$ cat src/pkg/fifo_flag_pkg.sv
// constants shared by the flag-timed synchronous fifo and its register bus
package fifo_flag_pkg;

   localparam int          DATA_W         = 9;
   localparam int          DEPTH_DEFAULT  = 64;
   localparam int          OFFSET_W       = 13;
   localparam int          OFFSET_LSB_W   = 8;
   localparam int          OFFSET_MSB_W   = OFFSET_W - OFFSET_LSB_W;
   localparam logic [12:0] OFFSET_DEFAULT = 13'h0007;

   // ahb decode
   localparam int         DEC_W           = 4;
   localparam logic [3:0] EMPTY_OFS_ADDR  = 4'h0;
   localparam logic [3:0] FULL_OFS_ADDR   = 4'h4;
   localparam logic [3:0] STATUS_ADDR     = 4'h8;
   localparam logic [3:0] LEVEL_ADDR      = 4'hc;
   localparam logic [1:0] HRESP_OKAY      = 2'h0;
   localparam int         HTRANS_ACT_BIT  = 1;

   // status register bit positions
   localparam int ST_EMPTY_N  = 0;
   localparam int ST_FULL_N   = 1;
   localparam int ST_AEMPTY_N = 2;
   localparam int ST_AFULL_N  = 3;
   localparam int ST_LOADMODE = 4;
   localparam int ST_IN_RESET = 5;

   // offset load sequence through the pins
   typedef enum logic [3:0] {
      LD_EMPTY_LSB = 4'h1,
      LD_EMPTY_MSB = 4'h2,
      LD_FULL_LSB  = 4'h4,
      LD_FULL_MSB  = 4'h8
   } load_step_e;

endpackage

$ cat src/design/pin_sync2.sv
// two-flop synchroniser for a bundle of pin inputs
`timescale 1ns/1ps
`default_nettype none
module pin_sync2 #(
   parameter int WIDTH = 1
) (
   input  wire logic             hclk,
   input  wire logic             hresetn,
   input  wire logic [WIDTH-1:0] d,
   output logic      [WIDTH-1:0] q
);
   logic [WIDTH-1:0] meta_reg;

   ////////////////////////////////////////////////////////////////////////
   // first stage read only by the second
   always_ff @(posedge hclk or negedge hresetn) begin
      if (!hresetn) begin
         meta_reg <= '0;
         q        <= '0;
      end else begin
         meta_reg <= d;
         q        <= meta_reg;
      end
   end
endmodule
`default_nettype wire

$ cat src/design/word_fifo.sv
// flop-based word fifo with valid/ready on both sides
`timescale 1ns/1ps
`default_nettype none
module word_fifo #(
   parameter int WIDTH = 9,
   parameter int DEPTH = 32
) (
   input  wire logic                   hclk,
   input  wire logic                   hresetn,
   input  wire logic                   clear,
   input  wire logic                   in_valid,
   output logic                        in_ready,
   input  wire logic [WIDTH-1:0]       in_data,
   output logic                        out_valid,
   input  wire logic                   out_ready,
   output logic      [WIDTH-1:0]       out_data,
   output logic      [$clog2(DEPTH):0] level
);
   localparam int AW = $clog2(DEPTH);

   generate
      if (DEPTH < 2 || (1 << AW) != DEPTH) begin : g_bad_depth
         $error("word_fifo depth must be a power of two");
      end
   endgenerate

   logic [WIDTH-1:0] mem_reg [DEPTH];
   logic [AW:0]      wr_ptr_reg;
   logic [AW:0]      rd_ptr_reg;
   wire              push = in_valid & in_ready;
   wire              pop  = out_valid & out_ready;

   // honest full and empty from wrapped pointers
   assign level     = wr_ptr_reg - rd_ptr_reg;
   assign in_ready  = (level != (AW+1)'(DEPTH));
   assign out_valid = (level != '0);
   assign out_data  = mem_reg[rd_ptr_reg[AW-1:0]];

   ////////////////////////////////////////////////////////////////////////
   // pointers
   always_ff @(posedge hclk or negedge hresetn) begin
      if (!hresetn) begin
         wr_ptr_reg <= '0;
         rd_ptr_reg <= '0;
      end else if (clear) begin
         wr_ptr_reg <= '0;
         rd_ptr_reg <= '0;
      end else begin
         if (push) wr_ptr_reg <= wr_ptr_reg + 1'b1;
         if (pop)  rd_ptr_reg <= rd_ptr_reg + 1'b1;
      end
   end

   // storage
   always_ff @(posedge hclk) begin
      if (push) mem_reg[wr_ptr_reg[AW-1:0]] <= in_data;
   end
endmodule
`default_nettype wire

$ cat src/design/flag_fifo_top.sv
// pin-clocked 9-bit fifo with four status flags and an ahb-lite slave
`timescale 1ns/1ps
`default_nettype none
module flag_fifo_top #(
   parameter int DEPTH = fifo_flag_pkg::DEPTH_DEFAULT
) (
   input  wire logic        hclk,
   input  wire logic        hresetn,
   input  wire logic        hsel,
   input  wire logic [31:0] haddr,
   input  wire logic [1:0]  htrans,
   input  wire logic        hwrite,
   input  wire logic [2:0]  hsize,
   input  wire logic [31:0] hwdata,
   input  wire logic        hready,
   output logic             hreadyout,
   output logic [1:0]       hresp,
   output logic [31:0]      hrdata,
   input  wire logic        wr_clk_pin,
   input  wire logic        rd_clk_pin,
   input  wire logic        reset_pin_n,
   input  wire logic [8:0]  data_in,
   input  wire logic        write_enable_primary_n,
   input  wire logic        write_enable_second_or_load,
   input  wire logic        read_enable_primary_n,
   input  wire logic        read_enable_second_n,
   input  wire logic        output_enable_n,
   output logic [8:0]       data_out,
   output logic             data_out_en,
   output logic             empty_flag_n,
   output logic             full_flag_n,
   output logic             almost_empty_flag_n,
   output logic             almost_full_flag_n
);
   localparam int PW    = $clog2(DEPTH) + 1;
   localparam int CW    = fifo_flag_pkg::OFFSET_W + 2;
   localparam int DW    = fifo_flag_pkg::DATA_W;
   localparam int LW    = fifo_flag_pkg::OFFSET_LSB_W;
   localparam int MW    = fifo_flag_pkg::OFFSET_MSB_W;
   localparam int SYN_W = DW + 8;

   generate
      if (DEPTH != 64 && DEPTH != 256 && DEPTH != 512 && DEPTH != 1024
          && DEPTH != 2048 && DEPTH != 4096 && DEPTH != 8192) begin : g_bad
         $error("flag_fifo_top depth must be a built configuration");
      end
   endgenerate

   // level must fit the threshold compare beside a full-width offset
   generate
      if (PW > CW - 1) begin : g_bad_width
         $error("flag_fifo_top level too wide for compare");
      end
   endgenerate

   // widen a pointer difference or offset for threshold compares
   function automatic logic [CW-1:0] widen(input logic [CW-2:0] v);
      widen = {1'b0, v};
   endfunction

   ////////////////////////////////////////////////////////////////////////
   // pin synchronisers and edge detection
   logic [SYN_W-1:0] pin_raw;
   logic [SYN_W-1:0] pin_s;
   logic             wclk_prev_reg;
   logic             rclk_prev_reg;

   assign pin_raw = {wr_clk_pin, rd_clk_pin, reset_pin_n,
                     write_enable_primary_n, write_enable_second_or_load,
                     read_enable_primary_n, read_enable_second_n,
                     output_enable_n, data_in};

   pin_sync2 #(.WIDTH(SYN_W)) u_sync (
      .hclk    (hclk),
      .hresetn (hresetn),
      .d       (pin_raw),
      .q       (pin_s)
   );

   wire          s_wclk  = pin_s[DW+7];
   wire          s_rclk  = pin_s[DW+6];
   wire          s_rst_n = pin_s[DW+5];
   wire          s_wen1n = pin_s[DW+4];
   wire          s_wen2  = pin_s[DW+3];
   wire          s_ren1n = pin_s[DW+2];
   wire          s_ren2n = pin_s[DW+1];
   wire          s_oen   = pin_s[DW];
   wire [DW-1:0] s_data  = pin_s[DW-1:0];

   // pin clocks may run during device reset, edges are then ignored
   wire dev_rst = ~s_rst_n;
   wire wr_edge = s_wclk & ~wclk_prev_reg & ~dev_rst;
   wire rd_edge = s_rclk & ~rclk_prev_reg & ~dev_rst;

   ////////////////////////////////////////////////////////////////////////
   // state
   logic                    load_mode_reg;
   fifo_flag_pkg::load_step_e ld_step_reg;
   logic [MW+LW-1:0]        empty_ofs_reg;
   logic [MW+LW-1:0]        full_ofs_reg;
   logic [PW-1:0]           wr_total_reg;
   logic [PW-1:0]           rd_total_reg;
   logic [PW-1:0]           wr_seen_reg;
   logic [PW-1:0]           rd_seen_reg;
   logic                    fifo_in_ready;
   logic                    fifo_out_valid;
   logic [DW-1:0]           fifo_out_data;
   logic [PW-1:0]           fifo_level;

   // write and read qualification
   wire fifo_wr = wr_edge & ~s_wen1n & s_wen2 & full_flag_n
                  & fifo_in_ready;
   wire ofs_wr  = wr_edge & ~s_wen1n & ~s_wen2 & load_mode_reg;
   wire fifo_rd = rd_edge & ~s_ren1n & ~s_ren2n & empty_flag_n
                  & fifo_out_valid;

   word_fifo #(.WIDTH(DW), .DEPTH(DEPTH)) u_fifo (
      .hclk      (hclk),
      .hresetn   (hresetn),
      .clear     (dev_rst),
      .in_valid  (fifo_wr),
      .in_ready  (fifo_in_ready),
      .in_data   (s_data),
      .out_valid (fifo_out_valid),
      .out_ready (fifo_rd),
      .out_data  (fifo_out_data),
      .level     (fifo_level)
   );

   ////////////////////////////////////////////////////////////////////////
   // flag arithmetic, each side from its own pointer and a stale copy
   wire [PW-1:0] wr_total_next = wr_total_reg + PW'(fifo_wr);
   wire [PW-1:0] rd_total_next = rd_total_reg + PW'(fifo_rd);
   wire [PW-1:0] lvl_r = wr_seen_reg - rd_total_next;
   wire [PW-1:0] lvl_w = wr_total_next - rd_seen_reg;
   wire [CW-1:0] lvl_w_x = widen((CW-1)'(lvl_w));
   wire [CW-1:0] depth_x = CW'(DEPTH);
   // almost flags judge the count held before this edge's transfer
   wire [PW-1:0] held_r = wr_seen_reg - rd_total_reg;
   wire [PW-1:0] held_w = wr_total_reg - rd_seen_reg;
   wire [CW-1:0] held_r_x = widen((CW-1)'(held_r));
   wire [CW-1:0] held_w_x = widen((CW-1)'(held_w));
   wire [CW-1:0] eofs_x = widen((CW-1)'(empty_ofs_reg));
   wire [CW-1:0] fofs_x = widen((CW-1)'(full_ofs_reg));

   wire empty_n_next  = (lvl_r != '0);
   wire full_n_next   = (lvl_w_x != depth_x);
   wire aempty_n_next = (held_r_x > eofs_x);
   wire afull_n_next  = ((held_w_x + fofs_x)
                         < depth_x);

   ////////////////////////////////////////////////////////////////////////
   // pin clock history and role capture
   always_ff @(posedge hclk or negedge hresetn) begin
      if (!hresetn) begin
         wclk_prev_reg <= 1'b0;
         rclk_prev_reg <= 1'b0;
         load_mode_reg <= 1'b0;
      end else begin
         wclk_prev_reg <= s_wclk;
         rclk_prev_reg <= s_rclk;
         if (dev_rst) load_mode_reg <= ~s_wen2;
      end
   end

   // write side: pointer, stale read copy, full flags on write edges
   always_ff @(posedge hclk or negedge hresetn) begin
      if (!hresetn) begin
         wr_total_reg       <= '0;
         rd_seen_reg        <= '0;
         full_flag_n        <= 1'b1;
         almost_full_flag_n <= 1'b1;
      end else if (dev_rst) begin
         wr_total_reg       <= '0;
         rd_seen_reg        <= '0;
         full_flag_n        <= 1'b1;
         almost_full_flag_n <= 1'b1;
      end else if (wr_edge) begin
         wr_total_reg       <= wr_total_next;
         rd_seen_reg        <= rd_total_reg;
         full_flag_n        <= full_n_next;
         almost_full_flag_n <= afull_n_next;
      end
   end

   // read side: pointer, stale write copy, empty flags, data word
   always_ff @(posedge hclk or negedge hresetn) begin
      if (!hresetn) begin
         rd_total_reg        <= '0;
         wr_seen_reg         <= '0;
         empty_flag_n        <= 1'b0;
         almost_empty_flag_n <= 1'b0;
         data_out            <= '0;
      end else if (dev_rst) begin
         rd_total_reg        <= '0;
         wr_seen_reg         <= '0;
         empty_flag_n        <= 1'b0;
         almost_empty_flag_n <= 1'b0;
         data_out            <= '0;
      end else if (rd_edge) begin
         rd_total_reg        <= rd_total_next;
         wr_seen_reg         <= wr_total_reg;
         empty_flag_n        <= empty_n_next;
         almost_empty_flag_n <= aempty_n_next;
         if (fifo_rd) data_out <= fifo_out_data;
      end
   end

   // output enable follows the pin, low level drives the data pins
   always_ff @(posedge hclk or negedge hresetn) begin
      if (!hresetn) data_out_en <= 1'b0;
      else          data_out_en <= ~s_oen;
   end

   ////////////////////////////////////////////////////////////////////////
   // ahb-lite slave: zero wait, registered read data
   logic             wr_pend_reg;
   logic [3:0]       wr_addr_reg;
   logic [31:0]      rd_mux;
   wire              ahb_go = hsel & htrans[fifo_flag_pkg::HTRANS_ACT_BIT]
                              & hready;
   wire [3:0]        dec    = haddr[fifo_flag_pkg::DEC_W-1:0];
   wire              dec_mapped = (haddr[7:fifo_flag_pkg::DEC_W] == '0);
   wire              bus_wr_e = wr_pend_reg
                        & (wr_addr_reg == fifo_flag_pkg::EMPTY_OFS_ADDR);
   wire              bus_wr_f = wr_pend_reg
                        & (wr_addr_reg == fifo_flag_pkg::FULL_OFS_ADDR);
   wire [31:0]       status_word;

   assign status_word = 32'(
      (32'(empty_flag_n)        << fifo_flag_pkg::ST_EMPTY_N)  |
      (32'(full_flag_n)         << fifo_flag_pkg::ST_FULL_N)   |
      (32'(almost_empty_flag_n) << fifo_flag_pkg::ST_AEMPTY_N) |
      (32'(almost_full_flag_n)  << fifo_flag_pkg::ST_AFULL_N)  |
      (32'(load_mode_reg)       << fifo_flag_pkg::ST_LOADMODE) |
      (32'(dev_rst)             << fifo_flag_pkg::ST_IN_RESET));

   // read mux, unmapped reads as zero
   always_comb begin
      rd_mux = '0;
      if (dec_mapped) begin
         case (dec)
            fifo_flag_pkg::EMPTY_OFS_ADDR: rd_mux = 32'(empty_ofs_reg);
            fifo_flag_pkg::FULL_OFS_ADDR:  rd_mux = 32'(full_ofs_reg);
            fifo_flag_pkg::STATUS_ADDR:    rd_mux = status_word;
            fifo_flag_pkg::LEVEL_ADDR:     rd_mux = 32'(fifo_level);
            default:                       rd_mux = '0;
         endcase
      end
   end

   // address phase capture and read data
   always_ff @(posedge hclk or negedge hresetn) begin
      if (!hresetn) begin
         wr_pend_reg <= 1'b0;
         wr_addr_reg <= '0;
         hrdata      <= '0;
         hreadyout   <= 1'b0;
         hresp       <= fifo_flag_pkg::HRESP_OKAY;
      end else begin
         hreadyout   <= 1'b1;
         hresp       <= fifo_flag_pkg::HRESP_OKAY;
         wr_pend_reg <= ahb_go & hwrite & dec_mapped;
         if (ahb_go) wr_addr_reg <= dec;
         if (ahb_go & ~hwrite) hrdata <= rd_mux;
      end
   end

   ////////////////////////////////////////////////////////////////////////
   // offsets: defaults at reset, bus writes, pin load sequence
   always_ff @(posedge hclk or negedge hresetn) begin
      if (!hresetn) begin
         empty_ofs_reg <= fifo_flag_pkg::OFFSET_DEFAULT;
         full_ofs_reg  <= fifo_flag_pkg::OFFSET_DEFAULT;
         ld_step_reg   <= fifo_flag_pkg::LD_EMPTY_LSB;
      end else if (dev_rst) begin
         empty_ofs_reg <= fifo_flag_pkg::OFFSET_DEFAULT;
         full_ofs_reg  <= fifo_flag_pkg::OFFSET_DEFAULT;
         ld_step_reg   <= fifo_flag_pkg::LD_EMPTY_LSB;
      end else if (bus_wr_e | bus_wr_f) begin
         if (bus_wr_e) empty_ofs_reg <= hwdata[MW+LW-1:0];
         if (bus_wr_f) full_ofs_reg  <= hwdata[MW+LW-1:0];
      end else if (ofs_wr) begin
         case (ld_step_reg)
            fifo_flag_pkg::LD_EMPTY_LSB: begin
               empty_ofs_reg[LW-1:0] <= s_data[LW-1:0];
               ld_step_reg <= fifo_flag_pkg::LD_EMPTY_MSB;
            end
            fifo_flag_pkg::LD_EMPTY_MSB: begin
               empty_ofs_reg[MW+LW-1:LW] <= s_data[MW-1:0];
               ld_step_reg <= fifo_flag_pkg::LD_FULL_LSB;
            end
            fifo_flag_pkg::LD_FULL_LSB: begin
               full_ofs_reg[LW-1:0] <= s_data[LW-1:0];
               ld_step_reg <= fifo_flag_pkg::LD_FULL_MSB;
            end
            fifo_flag_pkg::LD_FULL_MSB: begin
               full_ofs_reg[MW+LW-1:LW] <= s_data[MW-1:0];
               ld_step_reg <= fifo_flag_pkg::LD_EMPTY_LSB;
            end
            default: ld_step_reg <= fifo_flag_pkg::LD_EMPTY_LSB;
         endcase
      end
   end
endmodule
`default_nettype wire

$ cat config.mk
export PLATFORM = sky130hd
export DESIGN_NAME = flag_fifo_top
export DESIGN_NICKNAME = d
export VERILOG_FILES = /design/src/pkg/fifo_flag_pkg.sv /design/src/design/pin_sync2.sv /design/src/design/word_fifo.sv /design/src/design/flag_fifo_top.sv
export SDC_FILE = /design/constraint.sdc
export NUM_CORES = 1
export LEC_CHECK = 0
export BUFFER_PORTS_ARGS = -buffer_cell sky130_fd_sc_hd__buf_2
export CORE_ASPECT_RATIO = 0.5
export CORE_MARGIN = 2
export CORE_UTILIZATION = 45
export CTS_BUF_LIST = sky130_fd_sc_hd__clkbuf_4
export DETAILED_ROUTE_END_ITERATION = 12
export PLACE_DENSITY_LB_ADDON = 0.25
export SLEW_MARGIN = 20
export SYNTH_ARGS = -nofsm -noshare
export SYNTH_HDL_FRONTEND = slang
export SYNTH_HIERARCHICAL = 1
export SYNTH_SLANG_ARGS = --single-unit
$ cat constraint.sdc
create_clock -name hclk -period 4.98 [get_ports hclk]
set_input_delay 0.249 -clock hclk [delete_from_list [all_inputs] [get_ports hclk]]
set_output_delay 0.249 -clock hclk [all_outputs]
set_load 0.03 [all_outputs]
==> results.cfg <==
[setup_path]
worstSetupStartpoint = u_fifo/wr_ptr_reg[1]
r2r-start = u_fifo/wr_ptr_reg[1]
r2r-end = u_fifo/mem_reg[9][4]
cp.required_ns = 5.51
critPathCaptureType = flip-flop
critPathCapture = u_fifo/mem_reg[9][4]
criticalPathCategory = flip-flop to flip-flop
worstRegToRegCells = 11
start_kind = flip-flop
path_max_fanout = 12
reg2reg_slack_ns = 0.23
arrival_ns = 5.28

[synthesis]
yosys_register_bits = 718
ys.flop_type = edfxtp_1
synth_xor_area_share_pct = 1.332
synth_top_family_by_area = multiplexers
synthAdderAreaFrac_pct = 2.288
postSynthAreaPerCell_um2 = 17.79
yosys.area.top_type = edfxtp_1
yosysWarnings = 6
synth_compound_area_share_pct = 3.662
synthMuxAreaShare_pct = 15.49
synth_commonest_cells = 576 x edfxtp_1, 179 x mux4_2, 133 x dfrtp_1
synth_edf_count = 576
synth_area_leaders = edfxtp_1 58%, mux4_2 13%, dfrtp_1 11%
yosys.area_share.simple_pct = 5.195
ys_types = 77
yosysTopAreaCellShare_pct = 57.73
async_flop_share_pct = 19.78
syn_inst = 1684
syn_area_um2 = 29960
synth.most_common_cell = edfxtp_1
yosysSeqAreaShare_pct = 69.62

[die]
die_w_um = 368.9
die_y_um = 186.5
dieArea_um2 = 68790
placeableCoreArea_um2 = 65400
io_pins = 140
rows = 66
initial_core_util_pct = 45.81

[power_and_ir_drop]
power_density_nw_per_um2 = 337.2
vdd_ir_drop_max_mv = 0.1919
p_total_mw = 11.60
leakage_nw = 11.98

[sta]
rsz0062_at_grt = false
worstMarginPinSlew_ns = 1.004
post-route-period-util_pct = 95.44
setup_viol = 0
slew_violations = 0
fin_hold_ws_ns = 0.2503
hold_viol_final = 0
setup_ws_ns = 0.2270
max_freq_ghz = 0.2104
slew_headroom_pct = 33.07
fin_crit_ns = 4.753
clock_skew_ns = 0.07212

[cells_and_area]
nNetsFinal = 2101
layout-drive-gt1-share_pct = 33.08
area_delta_synth_final_pct = 14.77
largest_register_ffs = 576

[cts]
cts_sinks = 718
clkSlewWorstSetupHoldPaths_ns = 0.07
cts_buffer_depth = 3
cts_tree = done
cts_root_buf = clkbuf_4
clock_latency_ns = 0.93
numCtsBuffers = 164
cts_htree_levels = 4

[drt]
vias_per_cell = 5.539
drt_wl_total_mm = 69.77
ant_nets = 0
first_pass_iters = 6
wl_per_cell_um = 23.44
drtIter0Drc = 1456
route.vias.total = 16490
drc = 0

[grt]
grt_max_degree = 148
antenna_found_initial = 3
grtUsageTotal_pct = 20.48
grt_overflow = 0
grt_pass1_wl_mm = 104.8
grt_pass1_vias = 16900

[outcome]
status = completed

[place]
gp_congestion = 0.8546
io_buffers = 71
dp_hpwl_mm = 41.42
pre_cts_slack_ns = -0.09747

[run]
cap_viol_max_count = 0

[min_path]
hold_path_class = primary input to flip-flop
==> metal layers <==
layer | GRT usage [%] | up-vias | wire length, µm
met5 | 0 | - | 0
met4 | 5.604 | 0 | 1039
met3 | 5.407 | 81 | 4679
met2 | 31.93 | 573 | 33410
met1 | 28.69 | 8579 | 30640
li1 | - | 7257 | -
==> power breakdown <==
part,internal (mW),switching (mW),leakage (nW)
logic,0.114,0.197,3.70
clock network,2.39,2.30,1.29
registers,6.53,0.0703,6.99
==> metrics by stage <==
stage / area [µm²] / setup TNS, ns / cells / util [%]
after floorplan: 30040 / 0 / 1704 / -
after global placement: 31410 / 0 / 2612 / 48.03
after detailed placement: 31410 / -1.676 / 2612 / 48.03
after CTS: 34190 / -2.935 / 2970 / 52.28
after global routing: 34390 / 0 / 2977 / 52.58
final: 34390 / 0 / 2977 / 52.58
==> placed cells by master, fill, tap and decap left out, types with 9 or more instances in the layout <==
master | netlist | final
nand2b_1 | 10 | 9
o21ai_0 | 28 | 28
xnor2_1 | 25 | 25
edfxtp_1 | 576 | 576
clkbuf_4 | 0 | 255
conb_1 | 2 | 22
dfrtp_1 | 133 | 121
nand2_1 | 111 | 111
nor2_1 | 78 | 43
xor2_1 | 18 | 18
or3_1 | 12 | 12
buf_2 | 17 | 70
nor2_2 | 0 | 23
inv_1 | 41 | 40
dfstp_2 | 9 | 9
inv_2 | 3 | 11
ha_1 | 50 | 50
nor2_4 | 0 | 12
a21oi_1 | 67 | 67
dfrtp_2 | 0 | 9
clkinv_1 | 2 | 24
o21a_1 | 9 | 9
mux2i_1 | 26 | 26
dlygate4sd3_1 | 0 | 62
mux2_2 | 30 | 30
buf_4 | 24 | 50
nand3_1 | 23 | 23
nor3_1 | 34 | 33
mux4_2 | 179 | 179
==> worst min path at each step <==
stage                     depth (start not counted)  slack (ns)  startpoint             endpoint
after floorplan                                   0       -0.05     hresetn  almost_empty_flag_n
after CTS                                         4        0.11    haddr[5]          wr_pend_reg
final                                             4        0.25    haddr[7]          wr_pend_reg
after detailed placement                          1        0.25     hresetn          data_out_en
after global placement                            1        0.25     hresetn          data_out_en
after global routing                              4        0.17    haddr[7]          wr_pend_reg
==> layout make-up <==
cell class              instances  area, µm²
inverters                      46      172.7
diodes                          7      17.52
repair buffers                186       1425
multi-input cells             841       8662
clock inverters                40      206.4
fillers                      5245      31010
clock buffers                 255       1914
well taps                     884       1106
flip-flops and latches        718      20880
==> what timing repair did <==
| action | CTS | global route |
|---|---|---|
| buffers inserted | 0 | 0 |
| setup endpoints to repair | 95 | 396 |
| gates resized for setup | 4 | 49 |
| hold buffers | 63 | 0 |
| hold endpoints to repair | 198 | 0 |
==> cells by family after synthesis <==
family,Yosys count
flops,718
xor+xnor,44
mux,236
other cells,2
buf+inv,145
fa+ha+maj,53
simple gates,319
compound gates,167
==> critical path, cell delays in order, from the launching register on <==
cell and delay, ns:
dfrtp_1 0.69, ha_1 0.33, nand2b_1 0.13, a21oi_1 0.08, o311ai_1 0.43, or4b_4 0.28
nand2b_4 0.23, nand3_1 0.11, nor3_2 0.28, nor2b_1 0.62, nand4b_4 0.54, nor2_2 0.62
Note: power is estimated with default switching activity, not from simulation.
